$ cat src/design/bst_params.svh
// Purpose: shared constants of the boundary scan port and its controller
// Assumes: 100 MHz system clock on both ends
// Notes: identification value below is arbitrary
`ifndef BST_PARAMS_SVH
`define BST_PARAMS_SVH

// sizes
`define BST_IR_W 4
`define BST_PINS 6
`define BST_NPAT 8
`define BST_ID_W 32
`define BST_MAP_W 48
`define BST_VEC_W 24
`define BST_DR_DATA 12

// instruction codes
`define BST_OP_EXTEST 4'h0
`define BST_OP_IDCODE 4'h1
`define BST_OP_SAMPLE 4'h2
`define BST_OP_BYPASS 4'hf

// fixed words; identification value is arbitrary
`define BST_IR_STATUS 4'h1
`define BST_IDCODE 32'h1234_5001

// synchroniser bit positions on the device
`define BST_SY_TCK 0
`define BST_SY_TMS 1
`define BST_SY_TDI 2
`define BST_SY_TRST 3

// timing
`define BST_CLK_MHZ 100
`define BST_TCK_HALF_NS 80
`define BST_TCK_HALF_CYC ((`BST_TCK_HALF_NS*`BST_CLK_MHZ+999)/1000)
`define BST_RESET_TMS 5

// scan sequence lengths in test clocks, and index of the last scan
`define BST_RST_LEN 5'h06
`define BST_IR_LEN 5'h0e
`define BST_DR_LEN 5'h11
`define BST_LAST_OP 3'h4

`endif

$ cat src/design/bst_pkg.sv
// Purpose: types shared by the device port and the test controller
// Assumes: constants come from bst_params.svh
// Notes: states are one-hot
`include "bst_params.svh"
`default_nettype none
package bst_pkg;

  typedef enum logic [15:0] {
    st_reset = 16'h0001, st_idle = 16'h0002, st_sel_dr = 16'h0004,
    st_cap_dr = 16'h0008, st_shift_dr = 16'h0010, st_exit1_dr = 16'h0020,
    st_pause_dr = 16'h0040, st_exit2_dr = 16'h0080, st_upd_dr = 16'h0100,
    st_sel_ir = 16'h0200, st_cap_ir = 16'h0400, st_shift_ir = 16'h0800,
    st_exit1_ir = 16'h1000, st_pause_ir = 16'h2000, st_exit2_ir = 16'h4000,
    st_upd_ir = 16'h8000
  } bst_tap_e;

  typedef enum logic [2:0] {
    hs_idle = 3'h1, hs_run = 3'h2, hs_eval = 3'h4
  } bst_host_e;

  typedef struct packed {
    logic [3:0] sy1;
    logic [3:0] sy2;
    logic tck_q;
    logic [`BST_PINS-1:0] pin_s1;
    logic [`BST_PINS-1:0] pin_s2;
    bst_tap_e state;
    logic [`BST_IR_W-1:0] ir_sr;
    logic [`BST_IR_W-1:0] ir;
    logic [`BST_PINS-1:0] bsr;
    logic [`BST_PINS-1:0] bsr_upd;
    logic [`BST_PINS-1:0] pin_o;
    logic byp;
    logic [`BST_ID_W-1:0] id_sr;
    logic tdo;
    logic tdo_oe_n;
    logic extest;
  } bst_dev_s;

  typedef struct packed {
    logic [4:0] len;
    logic [`BST_VEC_W-1:0] dv;
    logic [`BST_VEC_W-1:0] tms;
    logic [`BST_VEC_W-1:0] tdi;
  } bst_seq_s;

  typedef struct packed {
    logic sy1;
    logic sy2;
    logic [3:0] div;
    logic tck;
    logic tms;
    logic tdi;
    logic trst_n;
    bst_host_e state;
    logic [2:0] pat;
    logic [2:0] op;
    logic [4:0] step;
    bst_seq_s seq;
    logic [`BST_DR_DATA-1:0] cap;
    logic [`BST_MAP_W-1:0] capt;
    logic [`BST_MAP_W-1:0] fail;
    logic [`BST_PINS-1:0] open_m;
    logic [`BST_PINS-1:0] short_m;
    logic done;
    logic busy;
  } bst_host_s;

endpackage
`default_nettype wire

$ cat src/design/bst_link_if.sv
// Purpose: five-pin test access link between controller and one device
// Assumes: tdo line is pulled high when the device releases it
// Notes: for a chain, one link per device, next tdi from tdo_line
`default_nettype none
interface bst_link_if;
  logic tck;
  logic tms;
  logic tdi;
  logic trst_n;
  logic tdo;
  logic tdo_oe_n;
  wire logic tdo_line;

  // released output reads as pulled high
  assign tdo_line = tdo_oe_n ? 1'b1 : tdo;

  modport dev (input tck, input tms, input tdi, input trst_n,
               output tdo, output tdo_oe_n);
  modport host (output tck, output tms, output tdi, output trst_n,
                input tdo_line);
endinterface
`default_nettype wire

$ cat src/design/bst_tap_dev.sv
// Purpose: device test access port with boundary, bypass and id registers
// Assumes: link pins are asynchronous to mclk and sampled twice
// Notes: tck must stay below a quarter of the mclk rate
//
// How it works
// five pins: tdi, tdo, tck, tms, trst_n
// tdi, tms taken on tck rise; trst_n acts on every mclk
// tdo changes only on tck fall
// tdi feeds ir or dr by state
// tms steers states, trst_n resets controller
// board chains tdo into next tdi
// data passes through unaltered
// controller fans tck, tms, trst_n out
// preload, extest driver, sample receiver
// eight patterns: zeros, walking one, ones
// identical captures in all patterns: short
// always-zero capture: open or grounded
// cluster captures checked against predicted values
// reset on power-on, trst_n, five tms highs
// reset state loads identification instruction
// extest drives pins; sample keeps core running
// controller records per-pattern per-net mismatches
`include "bst_params.svh"
`default_nettype none
module bst_tap_dev (
  // clock and reset
  input wire logic mclk,
  input wire logic rstn,
  // test access link
  bst_link_if.dev link,
  // core side
  input wire logic [`BST_PINS-1:0] core_o,
  input wire logic [`BST_PINS-1:0] pin_i,
  output logic [`BST_PINS-1:0] pin_o,
  output logic extest,
  output logic [`BST_IR_W-1:0] inst
);

  bst_pkg::bst_dev_s r;
  bst_pkg::bst_dev_s n;
  logic rise;
  logic fall;
  logic tms;
  logic tdi;
  logic sel_bsr;
  logic sel_id;
  logic lsb;

  function automatic bst_pkg::bst_tap_e tap_next(
    input bst_pkg::bst_tap_e s, input logic m);
    bst_pkg::bst_tap_e t;
    t = bst_pkg::st_reset;
    case (s)
      bst_pkg::st_reset: begin
        t = m ? bst_pkg::st_reset : bst_pkg::st_idle;
      end
      bst_pkg::st_idle: begin
        t = m ? bst_pkg::st_sel_dr : bst_pkg::st_idle;
      end
      bst_pkg::st_sel_dr: begin
        t = m ? bst_pkg::st_sel_ir : bst_pkg::st_cap_dr;
      end
      bst_pkg::st_cap_dr: begin
        t = m ? bst_pkg::st_exit1_dr : bst_pkg::st_shift_dr;
      end
      bst_pkg::st_shift_dr: begin
        t = m ? bst_pkg::st_exit1_dr : bst_pkg::st_shift_dr;
      end
      bst_pkg::st_exit1_dr: begin
        t = m ? bst_pkg::st_upd_dr : bst_pkg::st_pause_dr;
      end
      bst_pkg::st_pause_dr: begin
        t = m ? bst_pkg::st_exit2_dr : bst_pkg::st_pause_dr;
      end
      bst_pkg::st_exit2_dr: begin
        t = m ? bst_pkg::st_upd_dr : bst_pkg::st_shift_dr;
      end
      bst_pkg::st_upd_dr: begin
        t = m ? bst_pkg::st_sel_dr : bst_pkg::st_idle;
      end
      bst_pkg::st_sel_ir: begin
        t = m ? bst_pkg::st_reset : bst_pkg::st_cap_ir;
      end
      bst_pkg::st_cap_ir: begin
        t = m ? bst_pkg::st_exit1_ir : bst_pkg::st_shift_ir;
      end
      bst_pkg::st_shift_ir: begin
        t = m ? bst_pkg::st_exit1_ir : bst_pkg::st_shift_ir;
      end
      bst_pkg::st_exit1_ir: begin
        t = m ? bst_pkg::st_upd_ir : bst_pkg::st_pause_ir;
      end
      bst_pkg::st_pause_ir: begin
        t = m ? bst_pkg::st_exit2_ir : bst_pkg::st_pause_ir;
      end
      bst_pkg::st_exit2_ir: begin
        t = m ? bst_pkg::st_upd_ir : bst_pkg::st_shift_ir;
      end
      bst_pkg::st_upd_ir: begin
        t = m ? bst_pkg::st_sel_dr : bst_pkg::st_idle;
      end
      default: begin
        t = bst_pkg::st_reset;
      end
    endcase
    return t;
  endfunction

  // edges of the sampled test clock
  assign rise = r.sy2[`BST_SY_TCK] & ~r.tck_q;
  assign fall = ~r.sy2[`BST_SY_TCK] & r.tck_q;
  assign tms = r.sy2[`BST_SY_TMS];
  assign tdi = r.sy2[`BST_SY_TDI];

  // register chosen between tdi and tdo
  assign sel_bsr = (r.ir == `BST_OP_EXTEST) || (r.ir == `BST_OP_SAMPLE);
  assign sel_id = (r.ir == `BST_OP_IDCODE);

  always_comb begin
    if (r.state == bst_pkg::st_shift_ir) begin
      lsb = r.ir_sr[0];
    end else if (sel_bsr) begin
      lsb = r.bsr[0];
    end else if (sel_id) begin
      lsb = r.id_sr[0];
    end else begin
      lsb = r.byp;
    end
  end

  always_comb begin
    n = r;
    // two-stage sampling of the link and the pins
    n.sy1 = {link.trst_n, link.tdi, link.tms, link.tck};
    n.sy2 = r.sy1;
    n.tck_q = r.sy2[`BST_SY_TCK];
    n.pin_s1 = pin_i;
    n.pin_s2 = r.pin_s1;
    if (rise) begin
      case (r.state)
        bst_pkg::st_cap_dr: begin
          if (sel_bsr) begin
            n.bsr = r.pin_s2;
          end
          n.id_sr = `BST_IDCODE;
          n.byp = 1'b0;
        end
        bst_pkg::st_shift_dr: begin
          if (sel_bsr) begin
            n.bsr = {tdi, r.bsr[`BST_PINS-1:1]};
          end else if (sel_id) begin
            n.id_sr = {tdi, r.id_sr[`BST_ID_W-1:1]};
          end else begin
            n.byp = tdi;
          end
        end
        bst_pkg::st_upd_dr: begin
          if (sel_bsr) begin
            n.bsr_upd = r.bsr;
          end
        end
        bst_pkg::st_cap_ir: begin
          n.ir_sr = `BST_IR_STATUS;
        end
        bst_pkg::st_shift_ir: begin
          n.ir_sr = {tdi, r.ir_sr[`BST_IR_W-1:1]};
        end
        bst_pkg::st_upd_ir: begin
          n.ir = r.ir_sr;
        end
        default: begin
        end
      endcase
      n.state = tap_next(r.state, tms);
    end
    // drive tdo only while shifting, and only on the falling edge
    if (fall) begin
      if ((r.state == bst_pkg::st_shift_dr) ||
          (r.state == bst_pkg::st_shift_ir)) begin
        n.tdo = lsb;
        n.tdo_oe_n = 1'b0;
      end else begin
        n.tdo_oe_n = 1'b1;
      end
    end
    // reset state holds the identification instruction
    if (r.state == bst_pkg::st_reset) begin
      n.ir = `BST_OP_IDCODE;
    end
    if (!r.sy2[`BST_SY_TRST]) begin
      n.state = bst_pkg::st_reset;
      n.tdo_oe_n = 1'b1;
    end
    // extest cuts the core off the pins
    n.extest = (r.ir == `BST_OP_EXTEST);
    n.pin_o = (r.ir == `BST_OP_EXTEST) ? r.bsr_upd : core_o;
  end

  always_ff @(posedge mclk or negedge rstn) begin
    if (!rstn) begin
      r <= '0;
      r.state <= bst_pkg::st_reset;
      r.ir <= `BST_OP_IDCODE;
      r.tdo_oe_n <= 1'b1;
    end else begin
      r <= n;
    end
  end

  // outputs
  assign link.tdo = r.tdo;
  assign link.tdo_oe_n = r.tdo_oe_n;
  assign pin_o = r.pin_o;
  assign extest = r.extest;
  assign inst = r.ir;

endmodule
`default_nettype wire

$ cat src/flat_wrapper.sv
// flat-port wrapper written by rule: the top's interface ports become plain ports
module bst_tap_dev_flat 
  (mclk, rstn, core_o, pin_i, pin_o, extest, inst, link_tck, link_tms, link_tdi, link_trst_n, link_tdo, link_tdo_oe_n);
  bst_link_if link_i ();
  input wire logic mclk;
  input wire logic rstn;
  input wire logic [`BST_PINS-1:0] core_o;
  input wire logic [`BST_PINS-1:0] pin_i;
  output logic [`BST_PINS-1:0] pin_o;
  output logic extest;
  output logic [`BST_IR_W-1:0] inst;
  input wire logic [$bits(link_i.tck)-1:0] link_tck;
  input wire logic [$bits(link_i.tms)-1:0] link_tms;
  input wire logic [$bits(link_i.tdi)-1:0] link_tdi;
  input wire logic [$bits(link_i.trst_n)-1:0] link_trst_n;
  output wire logic [$bits(link_i.tdo)-1:0] link_tdo;
  output wire logic [$bits(link_i.tdo_oe_n)-1:0] link_tdo_oe_n;
  assign link_i.tck = link_tck;
  assign link_i.tms = link_tms;
  assign link_i.tdi = link_tdi;
  assign link_i.trst_n = link_trst_n;
  assign link_tdo = link_i.tdo;
  assign link_tdo_oe_n = link_i.tdo_oe_n;
  bst_tap_dev u_core (.mclk(mclk), .rstn(rstn), .link(link_i), .core_o(core_o), .pin_i(pin_i), .pin_o(pin_o), .extest(extest), .inst(inst));
endmodule
$ cat config.mk
export PLATFORM = sky130hd
export DESIGN_NAME = bst_tap_dev_flat
export DESIGN_NICKNAME = d
export VERILOG_FILES = /design/src/design/bst_pkg.sv /design/src/design/bst_link_if.sv /design/src/design/bst_tap_dev.sv /design/src/flat_wrapper.sv
export VERILOG_INCLUDE_DIRS = /design/src /design/src/design
export SDC_FILE = /design/constraint.sdc
export NUM_CORES = 1
export LEC_CHECK = 0
export ABC_AREA = 0
export BUFFER_PORTS_ARGS = -buffer_cell sky130_fd_sc_hd__buf_2
export CAP_MARGIN = 25
export CORE_MARGIN = 3
export CORE_UTILIZATION = 30
export CTS_CLUSTER_SIZE = 40
export DETAILED_ROUTE_END_ITERATION = 10
export PLACE_DENSITY = 0.55
export SLEW_MARGIN = 10
export SYNTH_ARGS = -nofsm -noshare
export SYNTH_HDL_FRONTEND = slang
export SYNTH_SLANG_ARGS = --single-unit
$ cat constraint.sdc
create_clock -name mclk -period 1.9 [get_ports mclk]
set_input_delay 0.095 -clock mclk [delete_from_list [all_inputs] [get_ports mclk]]
set_output_delay 0.095 -clock mclk [all_outputs]
set_load 0.005 [all_outputs]
==> qor.yml <==
synth:
  synth_edf_count: 0
  synth_cells: 426
  async_reset_ff_frac: 1.000
  synth_top_area_frac: 0.5411
  yosysTopAreaCell: "dfrtp_1"
  synth-seq-cells: 99
  yosysMostFrequentCell: "dfrtp_1"
  synth_area_leaders: "dfrtp_1 54%, nand2_1 6.2%, nand3_1 3.6%"
  mappedNetlistNets: 444
  synth_common_cells: "96 x dfrtp_1, 73 x nand2_1, 32 x nand3_1"
  synth_area_um2: 4439
  syn_avg_cell_area_um2: 10.42
  synth.distinct_cells: 53
  seq_area_frac_synth: 0.5589
  ys.warnings.count: 0
  yosys_most_used_dff: "dfrtp_1"
global_route:
  grt_pass1_vias: 3335
  grt_max_degree: 45
  grt_overflow: 0
  grt_pass1_wl_mm: 17.26
  grt_usage: 0.1343
  antenna_found_initial: 0
placement:
  io_buffer_count: 30
  dp_slack_ns: -0.2643
  gp_congestion: 0.9048
  place_hpwl_mm: 6.718
cts:
  cts_buffers: 9
  clk_latency_ns: 0.35
  cts-root-buf: "clkbuf_16"
  htreeDepth: 3
  cts_tree: "built"
  cts_buffer_depth: 2
  path_clk_slew_ns: 0.07
  cts_sinks: 99
status:
  outcome: "finished, violations left"
  violations: "negative setup slack"
sta:
  tightest_slew_ns: 0.5817
  fin_setup_tns_ns: -5.551
  worst_slack_ns: -0.1724
  period_needed_ns: 2.072
  drv_slew: 0
  fin_crit_sh: 1.091
  grt_setup_unrepaired: "yes"
  finalHoldWorstSlack_ns: 0.2853
  hold_violations: 0
  fmax_mhz: 482.5
  setup_viol: 51
  skew_ns: 0.006069
  worst_slew_margin_rel: 0.6122
route:
  ant_nets: 0
  vias_per_cell: 4.978
  drt_iter0_drc: 260
  drtPass1Iterations: 5
  wl_per_cell_um: 15.59
  wl_mm: 10.82
  dr_total_vias: 3455
  drc: 0
layout:
  multiInputGateArea_um2: 2105
  syn_to_final_growth_pct: 36.13
  ff_latch_area_um2: 2481
  drive_gt1_frac: 0.3852
  fillCellCount: 1313
  nNetsFinal: 527
  antenna_cells: 0
worst_setup_path:
  slowest_delay_ns: 0.54
  worstPathCellList: "or4_4, buf_4, nor4_4, and2_4, nand2_1, a32o_1"
  required_ns: 2.13
  end_kind: "flop"
  cp_slowest_cell: "or4_4"
  critPathArrivalTime_ns: 2.30
  start_kind: "flop"
  crit_type: "flop to flop"
  critPathMaxFanout: 4
floorplan:
  die_x_um: 127.6
  fp-row-count: 43
  pin_count: 31
  core_area_um2: 14150
  die_y_um: 127.6
  die_area_um2: 16290
  start_util: 0.3137
pwr:
  p_leak_uw: 0.002729
  power.density_nw_per_um2: 708.6
  total_power_uw: 4282
  irDropWorstVdd_mv: 0.4373
min_path:
  hold_path.class: "primary input to async pin"
flow_run:
  cap_violations: 0
cell families after synthesis:
group | share of synthesized area
flops | 0.5589
compound gates | 0.07807
simple gates | 0.2525
mux | 0.04171
buf+inv | 0.05496
xor+xnor | 0.01381
cell usage in the layout (no fill, tap or decap), types with 10 or more instances in the layout:
cell type,count
dlygate4sd3_1,17
clkbuf_16,10
nand3_1,17
buf_2,29
nand2_1,67
buf_4,46
nor2_1,26
buf_6,11
dfrtp_1,96
nand3_2,15
o21ai_1,10
layer usage:
layer | share of wire | vias up | track usage
met3 | 0.040 | 20 | 0.02676
met4 | 0.023 | 0 | 0.05868
met2 | 0.47 | 83 | 0.2007
li1 | - | 1646 | -
met1 | 0.47 | 1706 | 0.1895
met5 | 0 | - | 0
state kept, by name (all words and copies together), names as in the netlist:
| signal | count |
|---|---|
| u_core.n | 11 |
| u_core.link.tdo | 1 |
| u_core.link.tdo_oe_n | 1 |
| u_core.pin_o | 6 |
| u_core.r | 75 |
| u_core.extest | 1 |
| u_core.inst | 4 |
metrics by stage:
| stage | util | std cells | instance area, um^2 |
|---|---|---|---|
| floorplan | - | 426 | 4467 |
| global placement | 0.3565 | 650 | 5045 |
| detailed placement | 0.3565 | 650 | 5045 |
| CTS | 0.4016 | 685 | 5683 |
| global route | 0.4271 | 694 | 6043 |
| finish | 0.4271 | 694 | 6043 |
final timing paths:
kind	to	slack, ns	depth (start not counted)	from
setup / recovery	u_core.r[60]	-0.17	6	u_core.r[67]
hold / removal	u_core.n[92]	0.29	2	rstn
setup reg to reg	u_core.r[60]	-0.17	6	u_core.r[67]
hold reg to reg	u_core.r[94]	0.35	0	u_core.n[94]
max in group asynchronous	u_core.link.tdo_oe_n	0.93	3	rstn
min in group mclk	u_core.r[94]	0.35	0	u_core.n[94]
area by class of cell:
type,instances,share of cell area
flip-flops and latches,99,0.4106
repair buffers,109,0.1497
clock inverters,4,0.009317
multi-input cells,286,0.3482
inverters,4,0.002484
clock buffers,12,0.04244
well taps,180,0.03727
critical path, delay by kind of cell (launching register included):
family,cells,cell delay (ns)
buf+inv,1,0.16
compound gates,1,0.22
simple gates,4,1.18
flops,1,0.40
what timing repair did:
item	4_1_cts	5_1_grt
hold buffers	17	0
gates cloned	1	2
gates resized for setup	31	61
buffers inserted	1	7
pin swaps	10	49
setup endpoints to repair	62	66
hold endpoints to repair	58	0
where the power goes:
part / switching [uW] / total (uW) / leakage, uW / internal [uW]
Clock: 794 / 1900 / 0.000153 / 1100
Combinational: 116 / 222 / 0.00127 / 106
Sequential: 24.0 / 2160 / 0.00131 / 2140
Note: power is estimated with default switching activity, not from simulation.
